### config.mk
export PLATFORM = sky130hd
export DESIGN_NAME = mepi_phy_if
export DESIGN_NICKNAME = d
export VERILOG_FILES = /design/src/logic/mepi_phy_if.v
export VERILOG_INCLUDE_DIRS = /design/src /design/src/include
export SDC_FILE = /design/constraint.sdc
export NUM_CORES = 1
export LEC_CHECK = 0
export BUFFER_PORTS_ARGS = -buffer_cell sky130_fd_sc_hd__buf_2
export CELL_PAD_IN_SITES_DETAIL_PLACEMENT = 1
export CELL_PAD_IN_SITES_GLOBAL_PLACEMENT = 1
export CORE_ASPECT_RATIO = 0.6
export CORE_MARGIN = 2
export CORE_UTILIZATION = 48
export DETAILED_ROUTE_END_ITERATION = 7
export PLACE_DENSITY_LB_ADDON = 0.1
export SYNTH_ARGS = -nofsm -noshare
export SYNTH_HDL_FRONTEND = slang
export SYNTH_SLANG_ARGS = --single-unit
### constraint.sdc
create_clock -name core_clk -period 3.7 [get_ports core_clk]
set_input_delay 0.37 -clock core_clk [delete_from_list [all_inputs] [get_ports core_clk]]
set_output_delay 0.37 -clock core_clk [all_outputs]
set_load 0.005 [all_outputs]
### src/include/mepi_map.vh
// Constants for the PHY-facing pin interface of the 10/100 MAC.
// Assumes the core clock runs at 25 MHz and the includer uses Verilog-2005.
`ifndef MEPI_MAP_VH
`define MEPI_MAP_VH

// Core clock period in nanoseconds.
`define MEPI_CLK_PERIOD_NS      40
// Least high or low phase of the management clock, in nanoseconds.
`define MEPI_MDC_MIN_HALF_NS    160
// Least period of the management clock, in nanoseconds.
`define MEPI_MDC_MIN_PERIOD_NS  400
// Data units per byte: two nibbles in media independent mode, eight bits in serial mode.
`define MEPI_UNITS_MII          4'h2
`define MEPI_UNITS_ENDEC        4'h8
// Depth of each elastic buffer.
`define MEPI_BUF_DEPTH          2

`endif

### src/logic/mepi_phy_if.v
// PHY-facing pin interface: transmit and receive nibble paths, carrier and
// collision monitors, management clock and management data pin.
// Assumes PHY clocks much slower than core_clk (sampled, edge-detected) and
// that mode inputs are static while a frame is in flight.
`timescale 1ns/1ps
`include "mepi_map.vh"

// Small elastic buffer with valid and ready on both sides.
module mepi_fifo #(
    parameter WIDTH = 8,
    parameter DEPTH = `MEPI_BUF_DEPTH
) (
    input  wire             core_clk,
    input  wire             rst,
    input  wire             in_valid,
    output wire             in_ready,
    input  wire [WIDTH-1:0] in_data,
    output wire             out_valid,
    input  wire             out_ready,
    output wire [WIDTH-1:0] out_data
);
    localparam AW = (DEPTH > 2) ? $clog2(DEPTH) : 1;

    reg [WIDTH-1:0] mem_reg [0:DEPTH-1];  // Storage words.
    reg [AW-1:0]    wr_ptr_reg;           // Next slot to fill.
    reg [AW-1:0]    rd_ptr_reg;           // Oldest slot.
    reg [AW:0]      count_reg;            // Words held.

    wire push = in_valid & in_ready;
    wire pop  = out_valid & out_ready;

    assign in_ready  = (count_reg != DEPTH[AW:0]);
    assign out_valid = (count_reg != {(AW+1){1'b0}});
    assign out_data  = mem_reg[rd_ptr_reg];

    // Pointers wrap at DEPTH so any depth works, not only powers of two.
    always @(posedge core_clk or posedge rst) begin
        if (rst) begin
            wr_ptr_reg <= {AW{1'b0}};
            rd_ptr_reg <= {AW{1'b0}};
            count_reg  <= {(AW+1){1'b0}};
        end else begin
            if (push) begin
                wr_ptr_reg <= (wr_ptr_reg == DEPTH[AW-1:0] - 1'b1) ? {AW{1'b0}} : wr_ptr_reg + 1'b1;
            end
            if (pop) begin
                rd_ptr_reg <= (rd_ptr_reg == DEPTH[AW-1:0] - 1'b1) ? {AW{1'b0}} : rd_ptr_reg + 1'b1;
            end
            if (push & ~pop) begin
                count_reg <= count_reg + 1'b1;
            end else if (pop & ~push) begin
                count_reg <= count_reg - 1'b1;
            end
        end
    end

    // Storage has no reset; contents are only read while counted valid.
    always @(posedge core_clk) begin
        if (push) begin
            mem_reg[wr_ptr_reg] <= in_data;
        end
    end
endmodule // mepi_fifo

// Overview of operation
// [RL1] PHY supplies continuous transmit clock.
// [RL2] Transmit enable high, changes on transmit clock.
// [RL3] Enable rises with first preamble nibble.
// [RL4] Enable drops right after last nibble.
// [RL5] One valid nibble per enabled clock.
// [RL6] PHY ignores data while enable low.
// [RL7] Serial mode transmits on bit zero only.
// [RL8] PHY supplies continuous receive clock.
// [RL9] Receive valid high across whole frame.
// [RL10] Receive valid falls after final nibble.
// [RL11] Capture nibble per clock while valid.
// [RL12] Serial mode receives on bit zero only.
// [RL13] Receive error marks current frame errored.
// [RL14] Receive error ignored while valid low.
// [RL15] Serial mode keeps receive error low.
// [RL16] PHY drives carrier sense for busy medium.
// [RL17] Synchronise carrier and collision before use.
// [RL18] PHY holds collision high during collision.
// [RL19] Full duplex ignores collision input.
// [RL20] MAC generates the management clock.
// [RL21] Management phases 160ns, period 400ns minimum.
// [RL22] Management data moves on management clock.
// [RL23] Bytes as nibbles, low nibble first.
module mepi_phy_if (
    input  wire       core_clk,
    input  wire       rst,
    input  wire       endec_mode,
    input  wire       full_duplex,
    input  wire [7:0] tx_byte,
    input  wire       tx_byte_last,
    input  wire       tx_byte_valid,
    output wire       tx_byte_ready,
    input  wire       tx_clk,
    output reg        tx_en,
    output reg  [3:0] txd,
    input  wire       rx_clk,
    input  wire       rx_dv,
    input  wire       rx_er,
    input  wire [3:0] rxd,
    output wire [7:0] rx_byte,
    output wire       rx_byte_last,
    output wire       rx_byte_err,
    output wire       rx_byte_valid,
    input  wire       rx_byte_ready,
    output reg        rx_overflow,
    input  wire       crs,
    input  wire       col,
    output wire       carrier_sense,
    output wire       collision,
    output reg        mdc,
    input  wire       mdio_in,
    output reg        mdio_out,
    output reg        mdio_oe,
    input  wire       mgmt_out_bit,
    input  wire       mgmt_drive,
    output reg        mgmt_in_bit,
    output reg        mgmt_shift,
    output reg        mgmt_sample
);
    // Management clock half period: the larger of the two least figures, rounded up.
    localparam HALF_A   = (`MEPI_MDC_MIN_HALF_NS + `MEPI_CLK_PERIOD_NS - 1) / `MEPI_CLK_PERIOD_NS;
    localparam HALF_B   = (`MEPI_MDC_MIN_PERIOD_NS + 2 * `MEPI_CLK_PERIOD_NS - 1) / (2 * `MEPI_CLK_PERIOD_NS);
    localparam MDC_HALF = (HALF_A > HALF_B) ? HALF_A : HALF_B;

    // Two-flop synchronisers for every pin from outside the core domain.
    reg [1:0] txc_s_reg;     // Transmit clock samples.
    reg       txc_d_reg;     // Transmit clock, one more stage for edge detection.
    reg [1:0] rxc_s_reg;     // Receive clock samples.
    reg       rxc_d_reg;     // Receive clock, delayed copy.
    reg [1:0] dv_s_reg;      // Receive data valid.
    reg [1:0] er_s_reg;      // Receive error.
    reg [3:0] rxd_s1_reg;    // Receive data, first stage.
    reg [3:0] rxd_s2_reg;    // Receive data, second stage.
    reg [1:0] crs_s_reg;     // Carrier sense.
    reg [1:0] col_s_reg;     // Collision.
    reg [1:0] mdi_s_reg;     // Management data in.

    // The first stage of each chain feeds only the second stage.
    always @(posedge core_clk or posedge rst) begin
        if (rst) begin
            txc_s_reg  <= 2'h0;
            txc_d_reg  <= 1'b0;
            rxc_s_reg  <= 2'h0;
            rxc_d_reg  <= 1'b0;
            dv_s_reg   <= 2'h0;
            er_s_reg   <= 2'h0;
            rxd_s1_reg <= 4'h0;
            rxd_s2_reg <= 4'h0;
            crs_s_reg  <= 2'h0;
            col_s_reg  <= 2'h0;
            mdi_s_reg  <= 2'h0;
        end else begin
            txc_s_reg  <= {txc_s_reg[0], tx_clk};
            txc_d_reg  <= txc_s_reg[1];
            rxc_s_reg  <= {rxc_s_reg[0], rx_clk};
            rxc_d_reg  <= rxc_s_reg[1];
            dv_s_reg   <= {dv_s_reg[0], rx_dv};
            er_s_reg   <= {er_s_reg[0], rx_er};
            rxd_s1_reg <= rxd;
            rxd_s2_reg <= rxd_s1_reg;
            crs_s_reg  <= {crs_s_reg[0], crs};   // RL17
            col_s_reg  <= {col_s_reg[0], col};   // RL17
            mdi_s_reg  <= {mdi_s_reg[0], mdio_in};
        end
    end

    // Edge strobes, one core cycle each.
    wire tx_rise = txc_s_reg[1] & ~txc_d_reg;
    wire rx_fall = ~rxc_s_reg[1] & rxc_d_reg;

    assign carrier_sense = crs_s_reg[1];
    assign collision     = col_s_reg[1] & ~full_duplex;  // RL19

    wire [3:0] units = endec_mode ? `MEPI_UNITS_ENDEC : `MEPI_UNITS_MII;

    // Transmit side: the buffer lets the user run ahead of the slow link.
    wire       txq_valid;
    wire [8:0] txq_data;
    reg  [7:0] tx_sh_reg;     // Bits of the byte not yet sent.
    reg  [3:0] tx_left_reg;   // Units of the byte still to send.
    reg        tx_last_reg;   // Byte on the wire closes a frame.
    reg        tx_gap_reg;    // Forces one idle period between frames.
    wire       txq_pop = tx_rise & (tx_left_reg == 4'h0) & ~tx_gap_reg & txq_valid;

    mepi_fifo #(.WIDTH(9), .DEPTH(`MEPI_BUF_DEPTH)) tx_buf (
        .core_clk  (core_clk),
        .rst       (rst),
        .in_valid  (tx_byte_valid),
        .in_ready  (tx_byte_ready),
        .in_data   ({tx_byte_last, tx_byte}),
        .out_valid (txq_valid),
        .out_ready (txq_pop),
        .out_data  (txq_data)
    );

    // Outputs change just after a transmit clock rise, so the PHY sees them stable at the next.
    // A starved buffer mid-frame ends the frame early; the user must keep it fed.
    always @(posedge core_clk or posedge rst) begin
        if (rst) begin
            tx_en       <= 1'b0;
            txd         <= 4'h0;
            tx_sh_reg   <= 8'h00;
            tx_left_reg <= 4'h0;
            tx_last_reg <= 1'b0;
            tx_gap_reg  <= 1'b0;
        end else if (tx_rise) begin                                           // RL2
            if (tx_left_reg != 4'h0) begin
                // Next nibble or bit of the current byte, low end first.
                txd         <= endec_mode ? {3'h0, tx_sh_reg[0]} : tx_sh_reg[3:0];   // RL5 RL7 RL23
                tx_sh_reg   <= endec_mode ? {1'b0, tx_sh_reg[7:1]} : {4'h0, tx_sh_reg[7:4]};
                tx_left_reg <= tx_left_reg - 4'h1;
                tx_en       <= 1'b1;                                          // RL3
                tx_gap_reg  <= (tx_left_reg == 4'h1) & tx_last_reg;
            end else if (tx_gap_reg) begin
                // Frame done: enable drops at the period after the final nibble.
                tx_en      <= 1'b0;                                           // RL4
                txd        <= 4'h0;
                tx_gap_reg <= 1'b0;
            end else if (txq_valid) begin
                // First unit of a fresh byte; the preamble is the user's first bytes.
                txd         <= endec_mode ? {3'h0, txq_data[0]} : txq_data[3:0];     // RL7 RL23
                tx_sh_reg   <= endec_mode ? {1'b0, txq_data[7:1]} : {4'h0, txq_data[7:4]};
                tx_left_reg <= units - 4'h1;
                tx_last_reg <= txq_data[8];
                tx_en       <= 1'b1;                                          // RL3
                tx_gap_reg  <= (units == 4'h1) & txq_data[8];
            end else begin
                tx_en <= 1'b0;                                                // RL4
                txd   <= 4'h0;
            end
        end
    end

    // Receive side: sampled at the receive clock fall, mid-period, when data is settled.
    reg  [7:0] rx_acc_reg;    // Byte being assembled.
    reg  [3:0] rx_cnt_reg;    // Units gathered into it.
    reg        rx_frame_reg;  // Frame in progress.
    reg        rx_err_reg;    // Frame marked errored.
    reg        rx_pend_reg;   // A finished byte waits to learn if it is last.
    reg  [7:0] rx_pend_data;  // That byte.
    reg        rx_push_reg;   // One-cycle push into the buffer.
    reg  [9:0] rx_push_data;  // {err, last, byte}.
    wire       rxq_ready;
    wire [9:0] rxq_data;
    wire       er_in    = er_s_reg[1] & dv_s_reg[1];                          // RL14
    wire       err_now  = (rx_frame_reg & rx_err_reg) | er_in;                // RL13
    wire [7:0] acc_next = endec_mode ? {rxd_s2_reg[0], rx_acc_reg[7:1]}       // RL12
                                     : {rxd_s2_reg, rx_acc_reg[7:4]};        // RL23

    always @(posedge core_clk or posedge rst) begin
        if (rst) begin
            rx_acc_reg   <= 8'h00;
            rx_cnt_reg   <= 4'h0;
            rx_frame_reg <= 1'b0;
            rx_err_reg   <= 1'b0;
            rx_pend_reg  <= 1'b0;
            rx_pend_data <= 8'h00;
            rx_push_reg  <= 1'b0;
            rx_push_data <= 10'h000;
            rx_overflow  <= 1'b0;
        end else begin
            rx_push_reg <= 1'b0;
            rx_overflow <= rx_push_reg & ~rxq_ready;
            if (rx_fall) begin
                if (dv_s_reg[1]) begin
                    // Valid period: gather one unit.
                    rx_frame_reg <= 1'b1;                                     // RL11
                    rx_err_reg   <= err_now;
                    rx_acc_reg   <= acc_next;
                    if (rx_cnt_reg == units - 4'h1) begin
                        rx_cnt_reg   <= 4'h0;
                        rx_pend_reg  <= 1'b1;
                        rx_pend_data <= acc_next;
                        if (rx_pend_reg) begin
                            rx_push_reg  <= 1'b1;
                            rx_push_data <= {err_now, 1'b0, rx_pend_data};
                        end
                    end else begin
                        rx_cnt_reg <= rx_cnt_reg + 4'h1;
                    end
                end else begin
                    // Valid low closes the frame; data lines and a stray odd nibble are ignored.
                    rx_frame_reg <= 1'b0;                                     // RL11 RL14
                    rx_cnt_reg   <= 4'h0;
                    rx_pend_reg  <= 1'b0;
                    if (rx_pend_reg) begin
                        rx_push_reg  <= 1'b1;
                        rx_push_data <= {rx_err_reg, 1'b1, rx_pend_data};     // RL13
                    end
                end
            end
        end
    end

    // The PHY cannot be stalled; the buffer absorbs receiver stalls, overflow is flagged.
    mepi_fifo #(.WIDTH(10), .DEPTH(`MEPI_BUF_DEPTH)) rx_buf (
        .core_clk  (core_clk),
        .rst       (rst),
        .in_valid  (rx_push_reg),
        .in_ready  (rxq_ready),
        .in_data   (rx_push_data),
        .out_valid (rx_byte_valid),
        .out_ready (rx_byte_ready),
        .out_data  (rxq_data)
    );
    assign rx_byte      = rxq_data[7:0];
    assign rx_byte_last = rxq_data[8];
    assign rx_byte_err  = rxq_data[9];

    // Management clock divider, free running and independent of the link clocks.
    reg [7:0] mdc_cnt_reg;   // Cycles already spent in the current phase.
    always @(posedge core_clk or posedge rst) begin
        if (rst) begin
            mdc_cnt_reg <= 8'h00;
            mdc         <= 1'b0;
            mdio_out    <= 1'b0;
            mdio_oe     <= 1'b0;
            mgmt_in_bit <= 1'b0;
            mgmt_shift  <= 1'b0;
            mgmt_sample <= 1'b0;
        end else begin
            mgmt_shift  <= 1'b0;
            mgmt_sample <= 1'b0;
            if (mdc_cnt_reg == MDC_HALF[7:0] - 8'h01) begin
                mdc_cnt_reg <= 8'h00;
                mdc         <= ~mdc;                                          // RL20 RL21
                if (mdc) begin
                    // Falling edge: launch the next written bit.
                    mdio_out   <= mgmt_out_bit;                               // RL22
                    mdio_oe    <= mgmt_drive;
                    mgmt_shift <= 1'b1;
                end else begin
                    // Rising edge: take the bit the PHY drives.
                    mgmt_in_bit <= mdi_s_reg[1];                              // RL22
                    mgmt_sample <= 1'b1;
                end
            end else begin
                mdc_cnt_reg <= mdc_cnt_reg + 8'h01;
            end
        end
    end
endmodule // mepi_phy_if

==> impl_metrics.toml, run 1 <==
[clock_tree]
cts.sinks = 136
clock_latency_ps = 410
clockRootBuffer = "clkbuf_16"
cts_buffer_depth = 2
cts_tree = "built"
clkTransAtPathRegs_ps = 60
cts_hold_buf = 0
h-tree-depth = 4
cts_buffers = 17
post_cts_buffers = 0
cts_resized = 0

[detailed_routing]
routed_wl_um = 10500
drtPass1Iterations = 4
ant_nets = 0
drc = 0
vias = 3111
initialDrtViolationCount = 128
wl_per_cell_um = 17.6
avgViaCountPerCell = 5.22

[logic_synthesis]
syn_area_per_cell_um2 = 14.0
yosys-top-cells-area = "dfrtp_1 46%, edfxtp_1 21%, mux2_2 4.4%"
synth-compound-area-share_pct = 5.92
ys_types = 51
synthXorXnorAreaFrac_pct = 2.76
synthAdderAreaFrac_pct = 1.63
yosysTopAreaCellShare_pct = 45.5
synth-edff-count = 38
seq_area_frac_synth_pct = 66.7
synth_nets = 419
ys_async_sr_fraction_pct = 72.1
synthFlopType = "dfrtp_1"
synthSimpleGateAreaFrac_pct = 8.97
yosysWarnings = 0
netlist_area_mm2 = 0.00539
ys_ff_latch = 136
muxShareOfSynthArea_pct = 10.9
synth_top_cell_by_area = "dfrtp_1"
synthCells = 384
synth_top_family_by_area = "multiplexers"

[worst_setup_path]
arrival_ps = 2620
required_ps = 3990
critPathKind = "reg -> reg"
critPathMaxFanout = 19
crit_path_end_kind = "flop"
startpoint_type = "flop"

[finish]
layout_commonest_cell = "dfrtp_1"
design_area_mm2 = 0.00636
fillCellCount = 1054
final_util_pct = 59.2
final-instance-count-excl-fill = 596
largest_reg_flops = 20
drive_gt1_share_pct = 29.8
final_cell_mix = "98 x dfrtp_1, 53 x buf_2, 38 x edfxtp_1, 35 x nand2_1, 23 x o21ai_0"
antenna_cells = 0
nets = 479
syn2layout_area_growth_pct = 18.1

[floorplan]
die_area_mm2 = 0.0121
rows = 29
core_area_mm2 = 0.0107
die_x_um = 141
start_util_pct = 50.1
die_h_um = 86.0
num_io_pins = 54

[sta]
fmax_mhz = 430
maxSlewHeadroom_pct = 38.3
setup_tns_ps = 0
hold_violations = 0
fin_hold_ws_ps = 60.4
fin_worst_skew_ps = 6.09
drv_slew = 0
setup_slack_ps = 1370
setup_viol = 0
post-route-period-util_pct = 62.9
worst_pin_slew_ps = 922
rsz0062_at_grt = "no"
period_minus_slack_ps = 2330

[global_routing]
grt_max_degree = 68
antenna_found_initial = 0
grt-ovfl-total = 0
grt_pass1_wl_um = 17800
grt_use_total_pct = 19.5
grt_pass1_vias = 3449

[placement]
place_inst = 564
place_area_mm2 = 0.00573
dpl.hpwl_um = 7110
io_buffers = 53
dp_slack_ps = 1400
place.gp.congestion = 0.732

[min_path]
hold_path_class = "in -> reg"

[power]
power_density_mw_per_mm2 = 714
peakVddDrop_uv = 361
leakage_nw = 2.78
fin_total_pwr_mw = 4.54

[run]
max_cap_violations = 0

[status]
status = "finished, final reports clean"
-- layout make-up --
cell class                      count  area [um2]  area share (%)
Tap cell                          139         174            2.74
Clock buffer                       20         500            7.87
Timing Repair Buffer               55         280            4.41
Clock inverter                     12         131            2.07
Inverter                           13        51.3           0.807
Multi-Input combinational cell    221        1630            25.6
Sequential cell                   136        3590            56.5
-- power breakdown --
part	internal [mW]	total (mW)	switching, mW
logic	0.369	0.758	0.389
registers	1.80	2.01	0.214
clock network	1.12	1.77	0.650
total	3.28	4.54	1.25
-- worst paths after layout --
path / start / to / slack (ps) / cells after the start
max: tx_left_reg[1]$_DFFE_PP0P_ / tx_sh_reg[2]$_DFFE_PP0P_ / 1370 / 5
min: col / col_s_reg[0]$_DFF_PP0_ / 60 / 1
max reg2reg: tx_left_reg[1]$_DFFE_PP0P_ / tx_sh_reg[2]$_DFFE_PP0P_ / 1370 / 5
min reg2reg: mdi_s_reg[0]$_DFF_PP0_ / mdi_s_reg[1]$_DFF_PP0_ / 350 / 0
max in group asynchronous: rst / rx_cnt_reg[0]$_DFFE_PP0P_ / 2830 / 3
min in group asynchronous: rst / mdi_s_reg[0]$_DFF_PP0_ / 110 / 2
-- worst max-delay path, stage by stage, from the launching register on --
cell and delay (ps):
dfrtp_1 400, inv_1 100, ha_1 230, nor3b_4 620, a21o_2 470, mux2_2 390
-- kinds of logic after synthesis --
logic type,Yosys count
flip-flops,136
AND/OR/NAND/NOR,93
AO/OA/AOI/OAI,53
multiplexers,51
buffers and inverters,27
XOR/XNOR,17
adder cells (fa/ha/maj),7
-- routing by layer --
layer,vias up,global-route usage (%),share of wire (%)
met5,-,0,0
li1,1459,-,-
met2,53,30.0,47
met1,1584,26.1,48
met4,0,9.36,1.6
met3,15,5.19,3.9
-- synthesized netlist by cell type (5+ instances only) --
| master | instances |
|---|---|
| mux2i_1 | 19 |
| buf_6 | 6 |
| o21ai_0 | 23 |
| inv_1 | 12 |
| edfxtp_1 | 38 |
| xnor2_1 | 10 |
| xor2_1 | 7 |
| nor2_1 | 21 |
| mux2_4 | 10 |
| mux2_2 | 21 |
| a21oi_1 | 12 |
| nand3_1 | 8 |
| ha_1 | 7 |
| dfrtp_1 | 98 |
| and3_1 | 5 |
| nand2_1 | 35 |
(Power assumes the default switching activity.)
==> run 2, diff against run 1 <==
--- a/config.mk
+++ b/config.mk
@@ -11,7 +11,7 @@
 export CELL_PAD_IN_SITES_GLOBAL_PLACEMENT = 1
 export CORE_ASPECT_RATIO = 0.6
 export CORE_MARGIN = 2
-export CORE_UTILIZATION = 48
+export CORE_UTILIZATION = 44
 export DETAILED_ROUTE_END_ITERATION = 7
 export PLACE_DENSITY_LB_ADDON = 0.1
 export SYNTH_ARGS = -nofsm -noshare
==> constraint.sdc (replaced) <==
create_clock -name core_clk -period 2.1 [get_ports core_clk]
set_input_delay 0.21 -clock core_clk [delete_from_list [all_inputs] [get_ports core_clk]]
set_output_delay 0.21 -clock core_clk [all_outputs]
set_load 0.005 [all_outputs]
==> run 2 against run 1 <==
Compared with the run above:
- flip-flop and latch count did not move
- first-iteration DRC count fell by 27%
- design area rose by 6.9%
- wire length rose by 3.3%
- power rose by 85%
- highest routed layer unchanged
==> impl_metrics.toml, run 2 (same netlist as run 1, synthesis figures left out) <==
[detailed_routing]
drtPass1Iterations = 4
initialDrtViolationCount = 93
routed_wl_um = 10800
avgViaCountPerCell = 4.86
vias = 3191
wl_per_cell_um = 16.5
drc = 0
ant_nets = 0

[power]
leakage_nw = 2.95
p_int_mw = 6.22
pwr-share-comb_pct = 18.4
fin_total_pwr_mw = 8.41
power_density_mw_per_mm2 = 1240
power.share.switching_pct = 26.1
power_switching_mw = 2.19
peakVddDrop_uv = 680
pwr-share-seq_pct = 41.9
pwr-share-clk_pct = 39.6

[status]
status = "finished, final reports clean"

[sta]
worst_pin_slew_ps = 589
fin_worst_skew_ps = 9.62
setup_viol = 0
period_minus_slack_ps = 2000
maxSlewHeadroom_pct = 60.6
fmax_mhz = 500
hold_violations = 0
setup_tns_ps = 0
post-route-period-util_pct = 95.3
drv_slew = 0

[floorplan]
rows = 31
die_area_mm2 = 0.0132
die_x_um = 147
core_area_mm2 = 0.0120
num_io_pins = 54
die_h_um = 89.7
start_util_pct = 44.9

[placement]
dpl.hpwl_um = 7050
place_inst = 602
place.gp.congestion = 0.770
io_buffers = 53

[clock_tree]
clock_latency_ps = 410
h-tree-depth = 4
clockRootBuffer = "clkbuf_16"
cts.sinks = 136
cts_buffer_depth = 2
clkTransAtPathRegs_ps = 60
cts_buffers = 17
cts_tree = "built"

[finish]
layout_commonest_cell = "dfrtp_1"
antenna_cells = 0
final-instance-count-excl-fill = 657
final_cell_mix = "98 x dfrtp_1, 53 x buf_2, 38 x edfxtp_1, 35 x nand2_1, 23 x o21ai_0"
nets = 514
final_util_pct = 56.7
fillCellCount = 1192
drive_gt1_share_pct = 30.9
largest_reg_flops = 20
syn2layout_area_growth_pct = 26.2

[worst_setup_path]
rr_worst_depth = 9
r2r_setup_slack_ps = 100
critPathKind = "reg -> reg"
r2r_start = "tx_left_reg[0]$_DFFE_PP0P_"
r2r_end = "tx_buf.count_reg[1]$_DFFE_PP0P_"
critPathMaxFanout = 4
arrival_ps = 2290
required_ps = 2390
startpoint_type = "flop"
crit_path_end_kind = "flop"

[global_routing]
met3_usage_pct = 5.35
grt_pass1_wl_um = 18300
grt.met2_usage_pct = 29.1
grt_pass1_vias = 3545
grt-ovfl-total = 0
top_usage_layer = "met2"
globalRouteMet1Util_pct = 24.5
grt_use_total_pct = 18.3
antenna_found_initial = 0
grt_max_degree = 35

[min_path]
hold_path_class = "in -> reg"
min_from = "mgmt_drive"
whs_path_depth = 2
min_to = "mdio_oe$_DFFE_PP0P_"

[run]
max_cap_violations = 0
[run 2: changes by cell type in the layout (fill, tap and decap cells not counted), moves of 3 or more]
| cell | delta |
|---|---|
| inv_4 | -3 |
| inv_6 | -3 |
| bufinv_16 | +4 |
| dlygate4sd3_1 | +21 |
| buf_4 | +12 |
| clkbuf_16 | -3 |
[run 2: metal layers]
layer | vias to the layer above | part of all wire, %
met5 | - | 0
met4 | 0 | 1.4
met3 | 13 | 4.0
met2 | 49 | 45
met1 | 1594 | 49
li1 | 1535 | -
[run 2: repair_timing]
| action | CTS | global route |
|---|---|---|
| hold buffers | 21 | 0 |
| buffers inserted | 0 | 2 |
| gates resized for setup | 2 | 3 |
| endpoints found under the hold margin | 50 | 0 |
| setup endpoints to repair | 1 | 1 |
[run 2: cell type report]
cell class                 instances  area (um2)  share of cell area, %
clock inverter                    12         224                   3.29
clock buffer                      20         447                   6.57
multi-input combinational        221        1650                   24.3
tap                              165         206                   3.04
inverter                          13        52.6                  0.773
timing repair buffer              90         621                   9.13
sequential                       136        3590                   52.9
[run 2: how the worst max path moves through the flow]
stage | from | endpoint | cells after the start
floorplan | tx_left_reg[0]$_DFFE_PP0P_ | tx_buf.count_reg[1]$_DFFE_PP0P_ | 8
global placement | tx_left_reg[0]$_DFFE_PP0P_ | tx_buf.count_reg[1]$_DFFE_PP0P_ | 8
detailed placement | tx_left_reg[1]$_DFFE_PP0P_ | tx_buf.count_reg[1]$_DFFE_PP0P_ | 8
CTS | tx_left_reg[1]$_DFFE_PP0P_ | tx_buf.count_reg[1]$_DFFE_PP0P_ | 8
global route | tx_left_reg[0]$_DFFE_PP0P_ | tx_buf.count_reg[1]$_DFFE_PP0P_ | 9
finish | tx_left_reg[0]$_DFFE_PP0P_ | tx_buf.count_reg[1]$_DFFE_PP0P_ | 9
[run 2: critical path: stages, from the launching register on]
cell     delay [ps]
dfrtp_1         400
inv_1           100
ha_4            160
or3b_4          420
nor3_4          180
inv_1           100
ha_4            170
xor2_1          170
nor2_2           50
xor2_1          130
[run 2: per-stage QoR]
step / instance area, um2 / worst slack [ps] / hold WS [ps]
final: 6800 / 99.0 / 36.5
after global routing: 6800 / -11.1 / 20.1
after detailed placement: 5870 / -10.8 / 308
after CTS: 6760 / 5.40 / 20.6
after floorplan: 5390 / 132 / 241
after global placement: 5870 / 99.2 / 309
[run 2: power by group through the flow]
| stage | clock network (mW) | logic (mW) | registers, mW |
|---|---|---|---|
| 6_report | 3.33 | 1.55 | 3.52 |
| 4_1_cts | 3.39 | 1.50 | 3.53 |
| 5_1_grt | 3.52 | 1.73 | 3.59 |
| 3_5_place_dp | 0 | 1.43 | 3.57 |
| 2_1_floorplan | 0 | 1.09 | 3.42 |
| 3_3_place_gp | 0 | 1.38 | 3.54 |
